===== src/include/fph_params.svh =====
/*
 Opcodes and timing constants of the flash power, hold and abort logic.
 Assumes a 100 MHz ref_clk_i; counts derive from the ns figures below.
*/
`ifndef FPH_PARAMS_SVH
`define FPH_PARAMS_SVH

`define FPH_OP_DEEP_ENTER 8'hB9
`define FPH_OP_DEEP_RESUME 8'hAB
`define FPH_OP_ULTRA_ENTER 8'h79
`define FPH_OP_ABORT 8'hF0
`define FPH_OP_ABORT_CONFIRM 8'hD0
`define FPH_OP_STATUS2_WRITE 8'h31

`define FPH_CLK_MHZ 100
// longest times round down, least times round up, never below one cycle
`define FPH_CYC_DN(ns) ((((ns) * `FPH_CLK_MHZ) / 1000) < 1 ? 1 : (((ns) * `FPH_CLK_MHZ) / 1000))
`define FPH_CYC_UP(ns) ((((ns) * `FPH_CLK_MHZ + 999) / 1000) < 1 ? 1 : (((ns) * `FPH_CLK_MHZ + 999) / 1000))

`define FPH_DEEP_SLEEP_ENTRY_TIME_NS 3000
`define FPH_DEEP_SLEEP_RESUME_TIME_NS 8000
`define FPH_ULTRA_SLEEP_ENTRY_TIME_NS 3000
`define FPH_ULTRA_SLEEP_EXIT_TIME_NS 70000
`define FPH_WAKE_PULSE_MIN_TIME_NS 20
`define FPH_CS_HIGH_MIN_TIME_NS 35

// synchroniser reset levels: {wp_n, cs_n, sck, si, hold_n}
`define FPH_PIN_RESET 5'h1B
`define FPH_SCK_HALF_CYC 8

`endif


===== src/include/fph_pkg.sv =====
/*
 Types shared by both ends of the flash power, hold and abort link.
 Assumes nothing beyond a SystemVerilog compiler.
*/
package fph_pkg;

    typedef enum logic [2:0] {
        FPH_STANDBY = 3'h0,
        FPH_DEEP_ENT = 3'h1,
        FPH_DEEP = 3'h3,
        FPH_DEEP_RES = 3'h2,
        FPH_ULTRA_ENT = 3'h6,
        FPH_ULTRA = 3'h7,
        FPH_ULTRA_EXIT = 3'h5
    } fph_state_e;

    typedef enum logic [1:0] {
        FPH_H_IDLE = 2'h0,
        FPH_H_LEAD = 2'h1,
        FPH_H_SHIFT = 2'h3,
        FPH_H_TRAIL = 2'h2
    } fph_hstate_e;

endpackage


===== src/include/fph_if.sv =====
/*
 Serial flash pin bundle between the host controller and the flash end.
 Assumes the bench resolves the serial output wire from so and so_oe.
*/
`timescale 1ns/1ns
`default_nettype none
interface fph_if;
    logic cs_n;
    logic sck;
    logic si;
    logic hold_n;
    logic wp_n;
    logic so;
    logic so_oe;

    modport flash (input cs_n, input sck, input si, input hold_n, input wp_n, output so, output so_oe);
    modport host (output cs_n, output sck, output si, output hold_n, output wp_n, input so, input so_oe);
endinterface
`default_nettype wire


===== src/fph_flash.sv =====
/*
 Flash end: power states, hold pause and confirmed abort on the serial link.
 Assumes pins asynchronous to ref_clk_i and sck far slower than ref_clk_i.
*/
// Summary of operation
// - standby when deselected, no internal job and no sleep or transition state
// - deep sleep ignores all but resume opcode
// - opcode B9h enters deep sleep after deselect
// - partial or misaligned deep entry stays standby
// - deep entry ignored while program/erase runs
// - opcode ABh returns deep sleep to standby
// - partial or misaligned resume stays asleep
// - ultra sleep ignores every command
// - opcode 79h enters ultra sleep after deselect
// - partial ultra entry or busy stays standby
// - long select pulse wakes ultra sleep
// - frame during ultra exit time ignored
// - long select before first bit also wakes
// - power cycle restores defaults and standby
// - hold never stops internal program or erase
// - pause starts in clock low, selected only
// - pause floats output, ignores input and clock
// - pause ends at clock low phase
// - deselect during hold aborts, clears latch
// - abort needs permit bit, not write latch
// - F0h then D0h stops program or erase
// - abort keeps config, clears latch unless sequential
// - abort needs both bytes, byte-aligned deselect
`timescale 1ns/1ns
`default_nettype none
`include "fph_params.svh"
module fph_flash import fph_pkg::*; #(
    parameter int unsigned DEEP_ENTRY_CYC = `FPH_CYC_DN(`FPH_DEEP_SLEEP_ENTRY_TIME_NS),
    parameter int unsigned DEEP_RESUME_CYC = `FPH_CYC_DN(`FPH_DEEP_SLEEP_RESUME_TIME_NS),
    parameter int unsigned ULTRA_ENTRY_CYC = `FPH_CYC_DN(`FPH_ULTRA_SLEEP_ENTRY_TIME_NS),
    parameter int unsigned ULTRA_EXIT_CYC = `FPH_CYC_DN(`FPH_ULTRA_SLEEP_EXIT_TIME_NS),
    parameter int unsigned WAKE_MIN_CYC = `FPH_CYC_UP(`FPH_WAKE_PULSE_MIN_TIME_NS)
) (
    // clock and reset
    input wire logic ref_clk_i,
    input wire logic rst_i,
    // serial link
    fph_if.flash spi,
    // array core side
    input wire logic busy_i,
    input wire logic seq_prog_i,
    input wire logic abort_permit_bit_i,
    input wire logic so_bit_i,
    input wire logic so_en_i,
    // status and events
    output logic [2:0] mode_o,
    output logic standby_o,
    output logic paused_o,
    output logic wp_n_o,
    output logic abort_o,
    output logic op_abort_o,
    output logic write_enable_latch_clr_o,
    output logic cmd_done_o,
    output logic [7:0] cmd_op_o,
    output logic [7:0] cmd_arg_o,
    output logic [1:0] cmd_bytes_o,
    output logic cmd_aligned_o
);
    localparam int PINS = 5;

    fph_state_e state_q, state_d;
    logic [PINS-1:0] pin_raw, s1_q, s2_q, s3_q, filt_q, prev_q;
    logic [15:0] tmr_q, tmr_d, low_cnt_q;
    logic [7:0] sh_q, op_q, arg_q;
    logic [2:0] bit_cnt_q;
    logic [1:0] nbytes_q;
    logic pause_q, ign_q, so_q;
    logic abort_d, op_abort_d, wel_clr_d, cmd_d;

    assign pin_raw = {spi.wp_n, spi.cs_n, spi.sck, spi.si, spi.hold_n};

    // three-stage synchroniser, change accepted when stages two and three agree
    for (genvar i = 0; i < PINS; i++) begin : g_sync
        always_ff @(posedge ref_clk_i) begin
            s1_q[i] <= pin_raw[i];
            s2_q[i] <= s1_q[i];
            s3_q[i] <= s2_q[i];
            if (rst_i) begin
                filt_q[i] <= 1'(`FPH_PIN_RESET >> i);
                prev_q[i] <= 1'(`FPH_PIN_RESET >> i);
            end else begin
                if (s2_q[i] == s3_q[i]) filt_q[i] <= s3_q[i];
                prev_q[i] <= filt_q[i];
            end
        end
    end

    wire wp_f = filt_q[4];
    wire cs_f = filt_q[3];
    wire sck_f = filt_q[2];
    wire si_f = filt_q[1];
    wire hold_f = filt_q[0];
    wire cs_fall = prev_q[3] & ~cs_f;
    wire cs_rise = ~prev_q[3] & cs_f;
    wire sck_rise = ~prev_q[2] & sck_f & ~cs_f;
    wire shift_en = sck_rise & ~pause_q;
    wire byte_end = shift_en & (bit_cnt_q == 3'h7);
    wire [7:0] sh_next = {sh_q[6:0], si_f};
    wire aligned = bit_cnt_q == 3'h0;
    wire has_op = nbytes_q != 2'h0;
    wire has_arg = nbytes_q == 2'h2;
    wire tmr_done = tmr_q == 16'h0;
    wire start_busy_frame = (state_q == FPH_ULTRA_EXIT) | (state_q == FPH_DEEP_ENT) |
                            (state_q == FPH_DEEP_RES) | (state_q == FPH_ULTRA_ENT);
    wire abort_ok = (arg_q == `FPH_OP_ABORT_CONFIRM) & has_arg & aligned & abort_permit_bit_i;

    // pause follows hold only while the clock is low; deselect ends it
    always_ff @(posedge ref_clk_i) begin
        if (rst_i | cs_f) pause_q <= 1'b0;
        else if (~sck_f) pause_q <= ~hold_f;
    end

    // frame capture: bit count, first two bytes
    always_ff @(posedge ref_clk_i) begin
        if (rst_i | cs_fall) begin
            bit_cnt_q <= 3'h0;
            nbytes_q <= 2'h0;
            sh_q <= 8'h00;
        end else if (shift_en) begin
            bit_cnt_q <= bit_cnt_q + 3'h1;
            sh_q <= sh_next;
            if (byte_end && nbytes_q != 2'h2) nbytes_q <= nbytes_q + 2'h1;
        end
    end

    always_ff @(posedge ref_clk_i) begin
        if (rst_i) begin
            op_q <= 8'h00;
            arg_q <= 8'h00;
        end else if (cs_fall) begin
            op_q <= 8'h00;
            arg_q <= 8'h00;
        end else if (byte_end) begin
            if (nbytes_q == 2'h0) op_q <= sh_next;
            if (nbytes_q == 2'h1) arg_q <= sh_next;
        end
    end

    // frames opened while a transition runs are discarded
    always_ff @(posedge ref_clk_i) begin
        if (rst_i) ign_q <= 1'b0;
        else if (cs_fall) ign_q <= start_busy_frame;
        else if (state_q == FPH_ULTRA && shift_en) ign_q <= 1'b1;
    end

    always_ff @(posedge ref_clk_i) begin
        if (rst_i | cs_f) low_cnt_q <= 16'h0;
        else if (low_cnt_q != 16'hFFFF) low_cnt_q <= low_cnt_q + 16'h1;
    end

    always_comb begin
        state_d = state_q;
        tmr_d = tmr_done ? 16'h0 : tmr_q - 16'h1;
        abort_d = 1'b0;
        op_abort_d = 1'b0;
        wel_clr_d = 1'b0;
        cmd_d = 1'b0;
        case (state_q)
            FPH_STANDBY: begin
                if (cs_rise && pause_q) begin
                    op_abort_d = 1'b1;
                    wel_clr_d = 1'b1;
                end else if (cs_rise && !ign_q && has_op) begin
                    case (op_q)
                        `FPH_OP_DEEP_ENTER: begin
                            if (aligned && !busy_i) begin
                                state_d = FPH_DEEP_ENT;
                                tmr_d = 16'(DEEP_ENTRY_CYC);
                            end
                        end
                        `FPH_OP_ULTRA_ENTER: begin
                            if (!busy_i) begin
                                state_d = FPH_ULTRA_ENT;
                                tmr_d = 16'(ULTRA_ENTRY_CYC);
                            end
                        end
                        `FPH_OP_ABORT: begin
                            abort_d = abort_ok;
                            wel_clr_d = abort_ok & ~seq_prog_i;
                        end
                        default: cmd_d = 1'b1;
                    endcase
                end
            end
            FPH_DEEP_ENT: if (tmr_done) state_d = FPH_DEEP;
            FPH_DEEP: begin
                if (cs_rise && !ign_q && !pause_q && has_op && aligned && op_q == `FPH_OP_DEEP_RESUME) begin
                    state_d = FPH_DEEP_RES;
                    tmr_d = 16'(DEEP_RESUME_CYC);
                end
            end
            FPH_DEEP_RES: if (tmr_done) state_d = FPH_STANDBY;
            FPH_ULTRA_ENT: if (tmr_done) state_d = FPH_ULTRA;
            FPH_ULTRA: begin
                if (!cs_f && low_cnt_q >= 16'(ULTRA_EXIT_CYC)) begin
                    state_d = FPH_STANDBY;
                end else if (cs_rise && low_cnt_q >= 16'(WAKE_MIN_CYC)) begin
                    state_d = FPH_ULTRA_EXIT;
                    tmr_d = 16'(ULTRA_EXIT_CYC);
                end
            end
            FPH_ULTRA_EXIT: if (tmr_done) state_d = FPH_STANDBY;
            default: state_d = FPH_STANDBY;
        endcase
    end

    // reset stands for a power cycle
    always_ff @(posedge ref_clk_i) begin
        if (rst_i) begin
            state_q <= FPH_STANDBY;
            tmr_q <= 16'h0;
            abort_o <= 1'b0;
            op_abort_o <= 1'b0;
            write_enable_latch_clr_o <= 1'b0;
            cmd_done_o <= 1'b0;
        end else begin
            state_q <= state_d;
            tmr_q <= tmr_d;
            abort_o <= abort_d;
            op_abort_o <= op_abort_d;
            write_enable_latch_clr_o <= wel_clr_d;
            cmd_done_o <= cmd_d;
        end
    end

    always_ff @(posedge ref_clk_i) begin
        if (rst_i) begin
            cmd_op_o <= 8'h00;
            cmd_arg_o <= 8'h00;
            cmd_bytes_o <= 2'h0;
            cmd_aligned_o <= 1'b0;
            so_q <= 1'b0;
        end else begin
            if (cmd_d) begin
                cmd_op_o <= op_q;
                cmd_arg_o <= arg_q;
                cmd_bytes_o <= nbytes_q;
                cmd_aligned_o <= aligned;
            end
            so_q <= so_bit_i;
        end
    end

    assign mode_o = state_q;
    assign standby_o = (state_q == FPH_STANDBY) & cs_f & ~busy_i;
    assign paused_o = pause_q;
    assign wp_n_o = wp_f;
    assign spi.so = so_q;
    assign spi.so_oe = so_en_i & ~cs_f & ~pause_q & (state_q == FPH_STANDBY);
endmodule
`default_nettype wire


===== src/flat_wrapper.sv =====
// flat-port wrapper written by rule: the top's interface ports become plain ports
module fph_flash_flat import fph_pkg::*;
#(
    parameter int unsigned DEEP_ENTRY_CYC = `FPH_CYC_DN(`FPH_DEEP_SLEEP_ENTRY_TIME_NS),
    parameter int unsigned DEEP_RESUME_CYC = `FPH_CYC_DN(`FPH_DEEP_SLEEP_RESUME_TIME_NS),
    parameter int unsigned ULTRA_ENTRY_CYC = `FPH_CYC_DN(`FPH_ULTRA_SLEEP_ENTRY_TIME_NS),
    parameter int unsigned ULTRA_EXIT_CYC = `FPH_CYC_DN(`FPH_ULTRA_SLEEP_EXIT_TIME_NS),
    parameter int unsigned WAKE_MIN_CYC = `FPH_CYC_UP(`FPH_WAKE_PULSE_MIN_TIME_NS)
)
  (ref_clk_i, rst_i, busy_i, seq_prog_i, abort_permit_bit_i, so_bit_i, so_en_i, mode_o, standby_o, paused_o, wp_n_o, abort_o, op_abort_o, write_enable_latch_clr_o, cmd_done_o, cmd_op_o, cmd_arg_o, cmd_bytes_o, cmd_aligned_o, spi_cs_n, spi_sck, spi_si, spi_hold_n, spi_wp_n, spi_so, spi_so_oe);
  fph_if spi_i ();
  input wire logic ref_clk_i;
  input wire logic rst_i;
  input wire logic busy_i;
  input wire logic seq_prog_i;
  input wire logic abort_permit_bit_i;
  input wire logic so_bit_i;
  input wire logic so_en_i;
  output logic [2:0] mode_o;
  output logic standby_o;
  output logic paused_o;
  output logic wp_n_o;
  output logic abort_o;
  output logic op_abort_o;
  output logic write_enable_latch_clr_o;
  output logic cmd_done_o;
  output logic [7:0] cmd_op_o;
  output logic [7:0] cmd_arg_o;
  output logic [1:0] cmd_bytes_o;
  output logic cmd_aligned_o;
  input wire logic [$bits(spi_i.cs_n)-1:0] spi_cs_n;
  input wire logic [$bits(spi_i.sck)-1:0] spi_sck;
  input wire logic [$bits(spi_i.si)-1:0] spi_si;
  input wire logic [$bits(spi_i.hold_n)-1:0] spi_hold_n;
  input wire logic [$bits(spi_i.wp_n)-1:0] spi_wp_n;
  output wire logic [$bits(spi_i.so)-1:0] spi_so;
  output wire logic [$bits(spi_i.so_oe)-1:0] spi_so_oe;
  assign spi_i.cs_n = spi_cs_n;
  assign spi_i.sck = spi_sck;
  assign spi_i.si = spi_si;
  assign spi_i.hold_n = spi_hold_n;
  assign spi_i.wp_n = spi_wp_n;
  assign spi_so = spi_i.so;
  assign spi_so_oe = spi_i.so_oe;
  fph_flash #(.DEEP_ENTRY_CYC(DEEP_ENTRY_CYC), .DEEP_RESUME_CYC(DEEP_RESUME_CYC), .ULTRA_ENTRY_CYC(ULTRA_ENTRY_CYC), .ULTRA_EXIT_CYC(ULTRA_EXIT_CYC), .WAKE_MIN_CYC(WAKE_MIN_CYC)) u_core (.ref_clk_i(ref_clk_i), .rst_i(rst_i), .spi(spi_i), .busy_i(busy_i), .seq_prog_i(seq_prog_i), .abort_permit_bit_i(abort_permit_bit_i), .so_bit_i(so_bit_i), .so_en_i(so_en_i), .mode_o(mode_o), .standby_o(standby_o), .paused_o(paused_o), .wp_n_o(wp_n_o), .abort_o(abort_o), .op_abort_o(op_abort_o), .write_enable_latch_clr_o(write_enable_latch_clr_o), .cmd_done_o(cmd_done_o), .cmd_op_o(cmd_op_o), .cmd_arg_o(cmd_arg_o), .cmd_bytes_o(cmd_bytes_o), .cmd_aligned_o(cmd_aligned_o));
endmodule

===== config.mk =====
export PLATFORM = sky130hd
export DESIGN_NAME = fph_flash_flat
export DESIGN_NICKNAME = d
export VERILOG_FILES = /design/src/include/fph_pkg.sv /design/src/include/fph_if.sv /design/src/fph_flash.sv /design/src/flat_wrapper.sv
export VERILOG_INCLUDE_DIRS = /design/src /design/src/include
export SDC_FILE = /design/constraint.sdc
export NUM_CORES = 1
export LEC_CHECK = 0
export BUFFER_PORTS_ARGS = -buffer_cell sky130_fd_sc_hd__clkbuf_2
export CAP_MARGIN = 0
export CORE_MARGIN = 5
export CORE_UTILIZATION = 60
export CTS_CLUSTER_DIAMETER = 200
export DETAILED_ROUTE_END_ITERATION = 16
export PLACE_DENSITY = 0.8
export SYNTH_ARGS = -nofsm -noshare
export SYNTH_HDL_FRONTEND = slang
export SYNTH_SLANG_ARGS = --single-unit

===== constraint.sdc =====
create_clock -name ref_clk_i -period 5.85 [get_ports ref_clk_i]
set_input_delay 1.17 -clock ref_clk_i [delete_from_list [all_inputs] [get_ports ref_clk_i]]
set_output_delay 1.17 -clock ref_clk_i [all_outputs]
set_load 0.02 [all_outputs]

==> flow_summary.rst <==
.. list-table::
   :header-rows: 1

   * - Metric
     - Value
   * - Largest cells by area after synthesis
     - sky130_fd_sc_hd__dfxtp_1 48%, sky130_fd_sc_hd__mux2i_1 8.6%, sky130_fd_sc_hd__nor2_1 6.9%, sky130_fd_sc_hd__ha_1 3.8%, sky130_fd_sc_hd__nand2_1 3.4%
   * - IR Drop Worst-Case VDD
     - 0.2119 mV
   * - CTS Buf Count
     - 9
   * - Number of antenna violations at the first check in global routing
     - 0
   * - Num ports
     - 43
   * - Utilization after layout
     - 66.93%
   * - Finished Layout Cells
     - 650
   * - Worst slew margin relative to its limit
     - 20.08%
   * - Clk root buf
     - sky130_fd_sc_hd__clkbuf_8
   * - Biggest fanout along the worst timing path
     - 6
   * - Final Hold Violating Endpoints
     - 0
   * - Final clock period utilization by the worst path
     - 52.70%
   * - Total number of cells along the worst setup path
     - 5
   * - Internal power
     - 1.169 mW
   * - Global-route wire length before repair
     - 16,900 microns
   * - Share of the yosys chip area belonging to registers
     - 47.84%
   * - Worst-case clock buffer depth
     - 2
   * - Cell type with the highest aggregate area in the netlist
     - sky130_fd_sc_hd__dfxtp_1
   * - Nets
     - 569
   * - Largest delay share family, worst path
     - simple AND/OR/NAND/NOR gates
   * - Async SR Flop Fraction
     - 0%
   * - CTS tree
     - built
   * - Worst setup SP type
     - flip-flop
   * - Run status
     - completed
   * - Leakage power
     - 2.053 nW
   * - Per-cell routed wire length
     - 14.95 microns
   * - Max Transition Viols Final
     - 0
   * - Number of antenna repair diodes
     - 0
   * - Cell Chain, Critical Path
     - inv_1 -> ha_1 -> nor2b_1 -> and3_1 -> clkbuf_2
   * - Chip Width
     - 97.98 microns
   * - Sort of element at the end of the critical path
     - output port
   * - Quantity of hold-fixing buffers added after cts
     - 0
   * - Beginning of the worst hold path
     - u_core.s1_q[4]$_DFF_P_
   * - Commonest cells after routing, fill and taps aside
     - 111 x sky130_fd_sc_hd__dfxtp_1, 85 x sky130_fd_sc_hd__nor2_1, 42 x sky130_fd_sc_hd__nand2_1, 42 x sky130_fd_sc_hd__clkbuf_2, 40 x sky130_fd_sc_hd__mux2i_1
   * - Total power divided by cell area
     - 334.9 nW/um^2
   * - Summed area of non-filler cells in the final layout
     - 5119 sq um
   * - Delay of the slowest critical-path stage
     - 0.40 ns
   * - Worst hold-check path type
     - reg2reg
   * - Via count of the first global-routing pass
     - 3,612
   * - Maximum clock skew at final layout
     - 0.01792 ns
   * - Detailed placer's ending HPWL
     - 7158 microns
   * - Overall overflow remaining after global route
     - 0
   * - Count of buffers added by post-CTS timing repair for setup
     - 0
   * - Setup repair after global routing missed its margin
     - no
   * - Layout overhead on the synthesized area
     - 10.21%
   * - Port buffer count
     - 42
   * - Clock Latency Late Sink
     - 0.37 ns
   * - Placed Cells incl. Taps
     - 634
   * - Post-route minimum period
     - 3.083 ns
   * - Starting Density
     - 60.73%
   * - Post-Route Setup TNS
     - 0 ns
   * - Net load switching power
     - 0.5453 mW
   * - Number of synthesized register bits
     - 111
   * - Launch point of the worst reg-to-reg path
     - u_core.nbytes_q[0]$_SDFFE_PP0P_
   * - Vias after detailed routing
     - 3,676
   * - Pin count of the biggest net entering global routing
     - 35
   * - Clock Sink Count
     - 111
   * - Overall routed net length
     - 9720 microns
   * - Crit Path Class
     - reg2out
   * - Placed instance area
     - 4931 sq um
   * - Register-to-register setup slack
     - 2.94 ns
   * - Yosys warnings
     - 0
   * - Height of the die
     - 97.98 microns
   * - Final setup vio count
     - 0
   * - Clock transition at path regs
     - 0.11 ns
   * - Mean post-synth cell area
     - 9.197 sq um
   * - Most common cell after layout, fill and taps aside
     - sky130_fd_sc_hd__dfxtp_1
   * - Switching power share of the total
     - 31.81%
   * - Cell at the slowest stage of the critical path
     - sky130_fd_sc_hd__dfxtp_1
   * - Endpoint of the worst register-to-register path
     - u_core.cmd_aligned_o$_SDFFE_PP0P_
   * - Die Footprint
     - 9600 sq um
   * - Number of flops mapped to enable cells by yosys
     - 0
   * - Cell variety after synth
     - 56
   * - Cell depth of the worst hold path
     - 0
   * - Achievable Freq
     - 324.4 MHz
   * - Detail Route Antenna Nets
     - 0
   * - Core region area
     - 7647 sq um
   * - Initial DRC Count
     - 145
   * - Placer's final routability congestion estimate
     - 0.8645
   * - CTS HTree Levels
     - 3
   * - Worst-margin pin slew
     - 1.199 ns
   * - Clock network fraction of design power
     - 25.8%
   * - First-pass iteration count of the detailed router
     - 5
   * - Gate power share
     - 23.4%
   * - Max capacitance violation total
     - 0
   * - Cell count of the worst reg-to-reg path
     - 6
   * - Vias per cell
     - 5.655
   * - Post-synthesis cell count
     - 505
   * - Buf+Inv Stages, Crit Path
     - 2
   * - Endpoint, Worst Hold
     - u_core.s2_q[4]$_DFF_P_
   * - Prevailing post-synth register cell
     - sky130_fd_sc_hd__dfxtp_1
   * - Total global-route track usage
     - 21.10%
   * - Post-synth net total
     - 531
   * - Data required time at the worst endpoint
     - 4.68 ns
   * - Total standard cell area after synthesis
     - 4644 sq um
   * - Share of total power in sequential cells
     - 50.8%
   * - Count of instances resized after the clock tree is built
     - 0
   * - Share of cells above drive strength 1
     - 12.23%
   * - Worst path arrival time
     - 1.91 ns
   * - Total Power Consumption
     - 1.714 mW
   * - Top cell type's share of synthesized area
     - 47.84%
   * - Placement row count
     - 32
   * - Remaining DRCs
     - 0
[worst max path at each step]
stage / start / end / slack (ns)
floorplan: busy_i / standby_o / 2.98
global route: u_core.mode_o[1]$_SDFFE_PP0P_ / spi_so_oe / 2.67
global placement: rst_i / u_core.arg_q[2]$_SDFFE_PP0P_ / 2.80
CTS: u_core.mode_o[1]$_SDFFE_PP0P_ / spi_so_oe / 2.78
detailed placement: rst_i / u_core.op_q[5]$_SDFFE_PP0P_ / 2.68
finish: u_core.mode_o[1]$_SDFFE_PP0P_ / spi_so_oe / 2.77
[state kept, by name, indices dropped and copies added, names as in the netlist, 3 cells and up]
name and flops:
u_core.s2_q 5, u_core.cmd_arg_o 8, u_core.mode_o 3, u_core.op_q 8, u_core.sh_q 7, u_core.s3_q 5
u_core.low_cnt_q 16, u_core.arg_q 8, u_core.tmr_q 16, u_core.cmd_op_o 8, u_core.s1_q 5, u_core.bit_cnt_q 3
[power by group through the flow]
stage | clock network [mW] | logic [mW] | registers, mW
after floorplan | 0 | 0.321 | 0.878
after global placement | 0 | 0.384 | 0.883
after detailed placement | 0 | 0.397 | 0.888
after CTS | 0.456 | 0.400 | 0.872
after global routing | 0.496 | 0.448 | 0.883
final | 0.442 | 0.401 | 0.871
[cells by family (layout without fill, tap and decap cells)]
group                      Yosys count  in the layout  share of synthesized area [%]
buffers and inverters               33             76                          2.775
muxes                               41             41                          8.863
and+or+nand+nor                    209            209                          22.20
DFF                                111            111                          47.84
xor gates and xnor gates            23             23                          4.337
adders and majority gates           14             14                          3.772
AOI/OAI and AO/OA                   74             74                          10.21
[metal layers]
metal / track usage [%] / vias to the layer above / routed length (microns)
met4: 7.242 / 0 / 158
met2: 36.75 / 86 / 4967
met3: 4.786 / 15 / 388
met5: 0 / - / 0
li1: - / 1838 / -
met1: 25.59 / 1737 / 4206
[per-stage QoR]
step,hold WS [ns],setup WS (ns)
floorplan,0.3096,2.983
global placement,0.3099,2.803
detailed placement,0.3128,2.681
CTS,0.3388,2.781
global route,0.3483,2.667
finish,0.3327,2.767
[synthesized netlist by cell type, types with 3 or more instances]
library cell / n
sky130_fd_sc_hd__nor2_1: 85
sky130_fd_sc_hd__or4_1: 6
sky130_fd_sc_hd__nor4_1: 3
sky130_fd_sc_hd__inv_1: 17
sky130_fd_sc_hd__or3_1: 6
sky130_fd_sc_hd__o21ai_1: 5
sky130_fd_sc_hd__a21oi_1: 24
sky130_fd_sc_hd__dfxtp_1: 111
sky130_fd_sc_hd__nor2b_1: 4
sky130_fd_sc_hd__nand3_1: 12
sky130_fd_sc_hd__clkbuf_1: 12
sky130_fd_sc_hd__xnor2_1: 13
sky130_fd_sc_hd__buf_2: 4
sky130_fd_sc_hd__nand2b_1: 8
sky130_fd_sc_hd__nand4_1: 7
sky130_fd_sc_hd__o21ai_0: 11
sky130_fd_sc_hd__a31oi_1: 4
sky130_fd_sc_hd__a211oi_1: 5
sky130_fd_sc_hd__mux2i_1: 40
sky130_fd_sc_hd__xor2_1: 10
sky130_fd_sc_hd__and3_1: 5
sky130_fd_sc_hd__o31ai_1: 4
sky130_fd_sc_hd__ha_1: 14
sky130_fd_sc_hd__nand2_1: 42
sky130_fd_sc_hd__nor3_1: 10
sky130_fd_sc_hd__and2_1: 3
sky130_fd_sc_hd__nor4b_1: 3
[final cells by class]
type                       count  area, sq um
fill                         637         2529
multi-input combinational    361         2300
sequential                   111         2222
timing repair buffer          43        217.7
clock buffer                  10        127.6
tap                          102        127.6
inverter                      17        63.81
clock inverter                 6        60.06
Power figures use the tool's default switching activity.
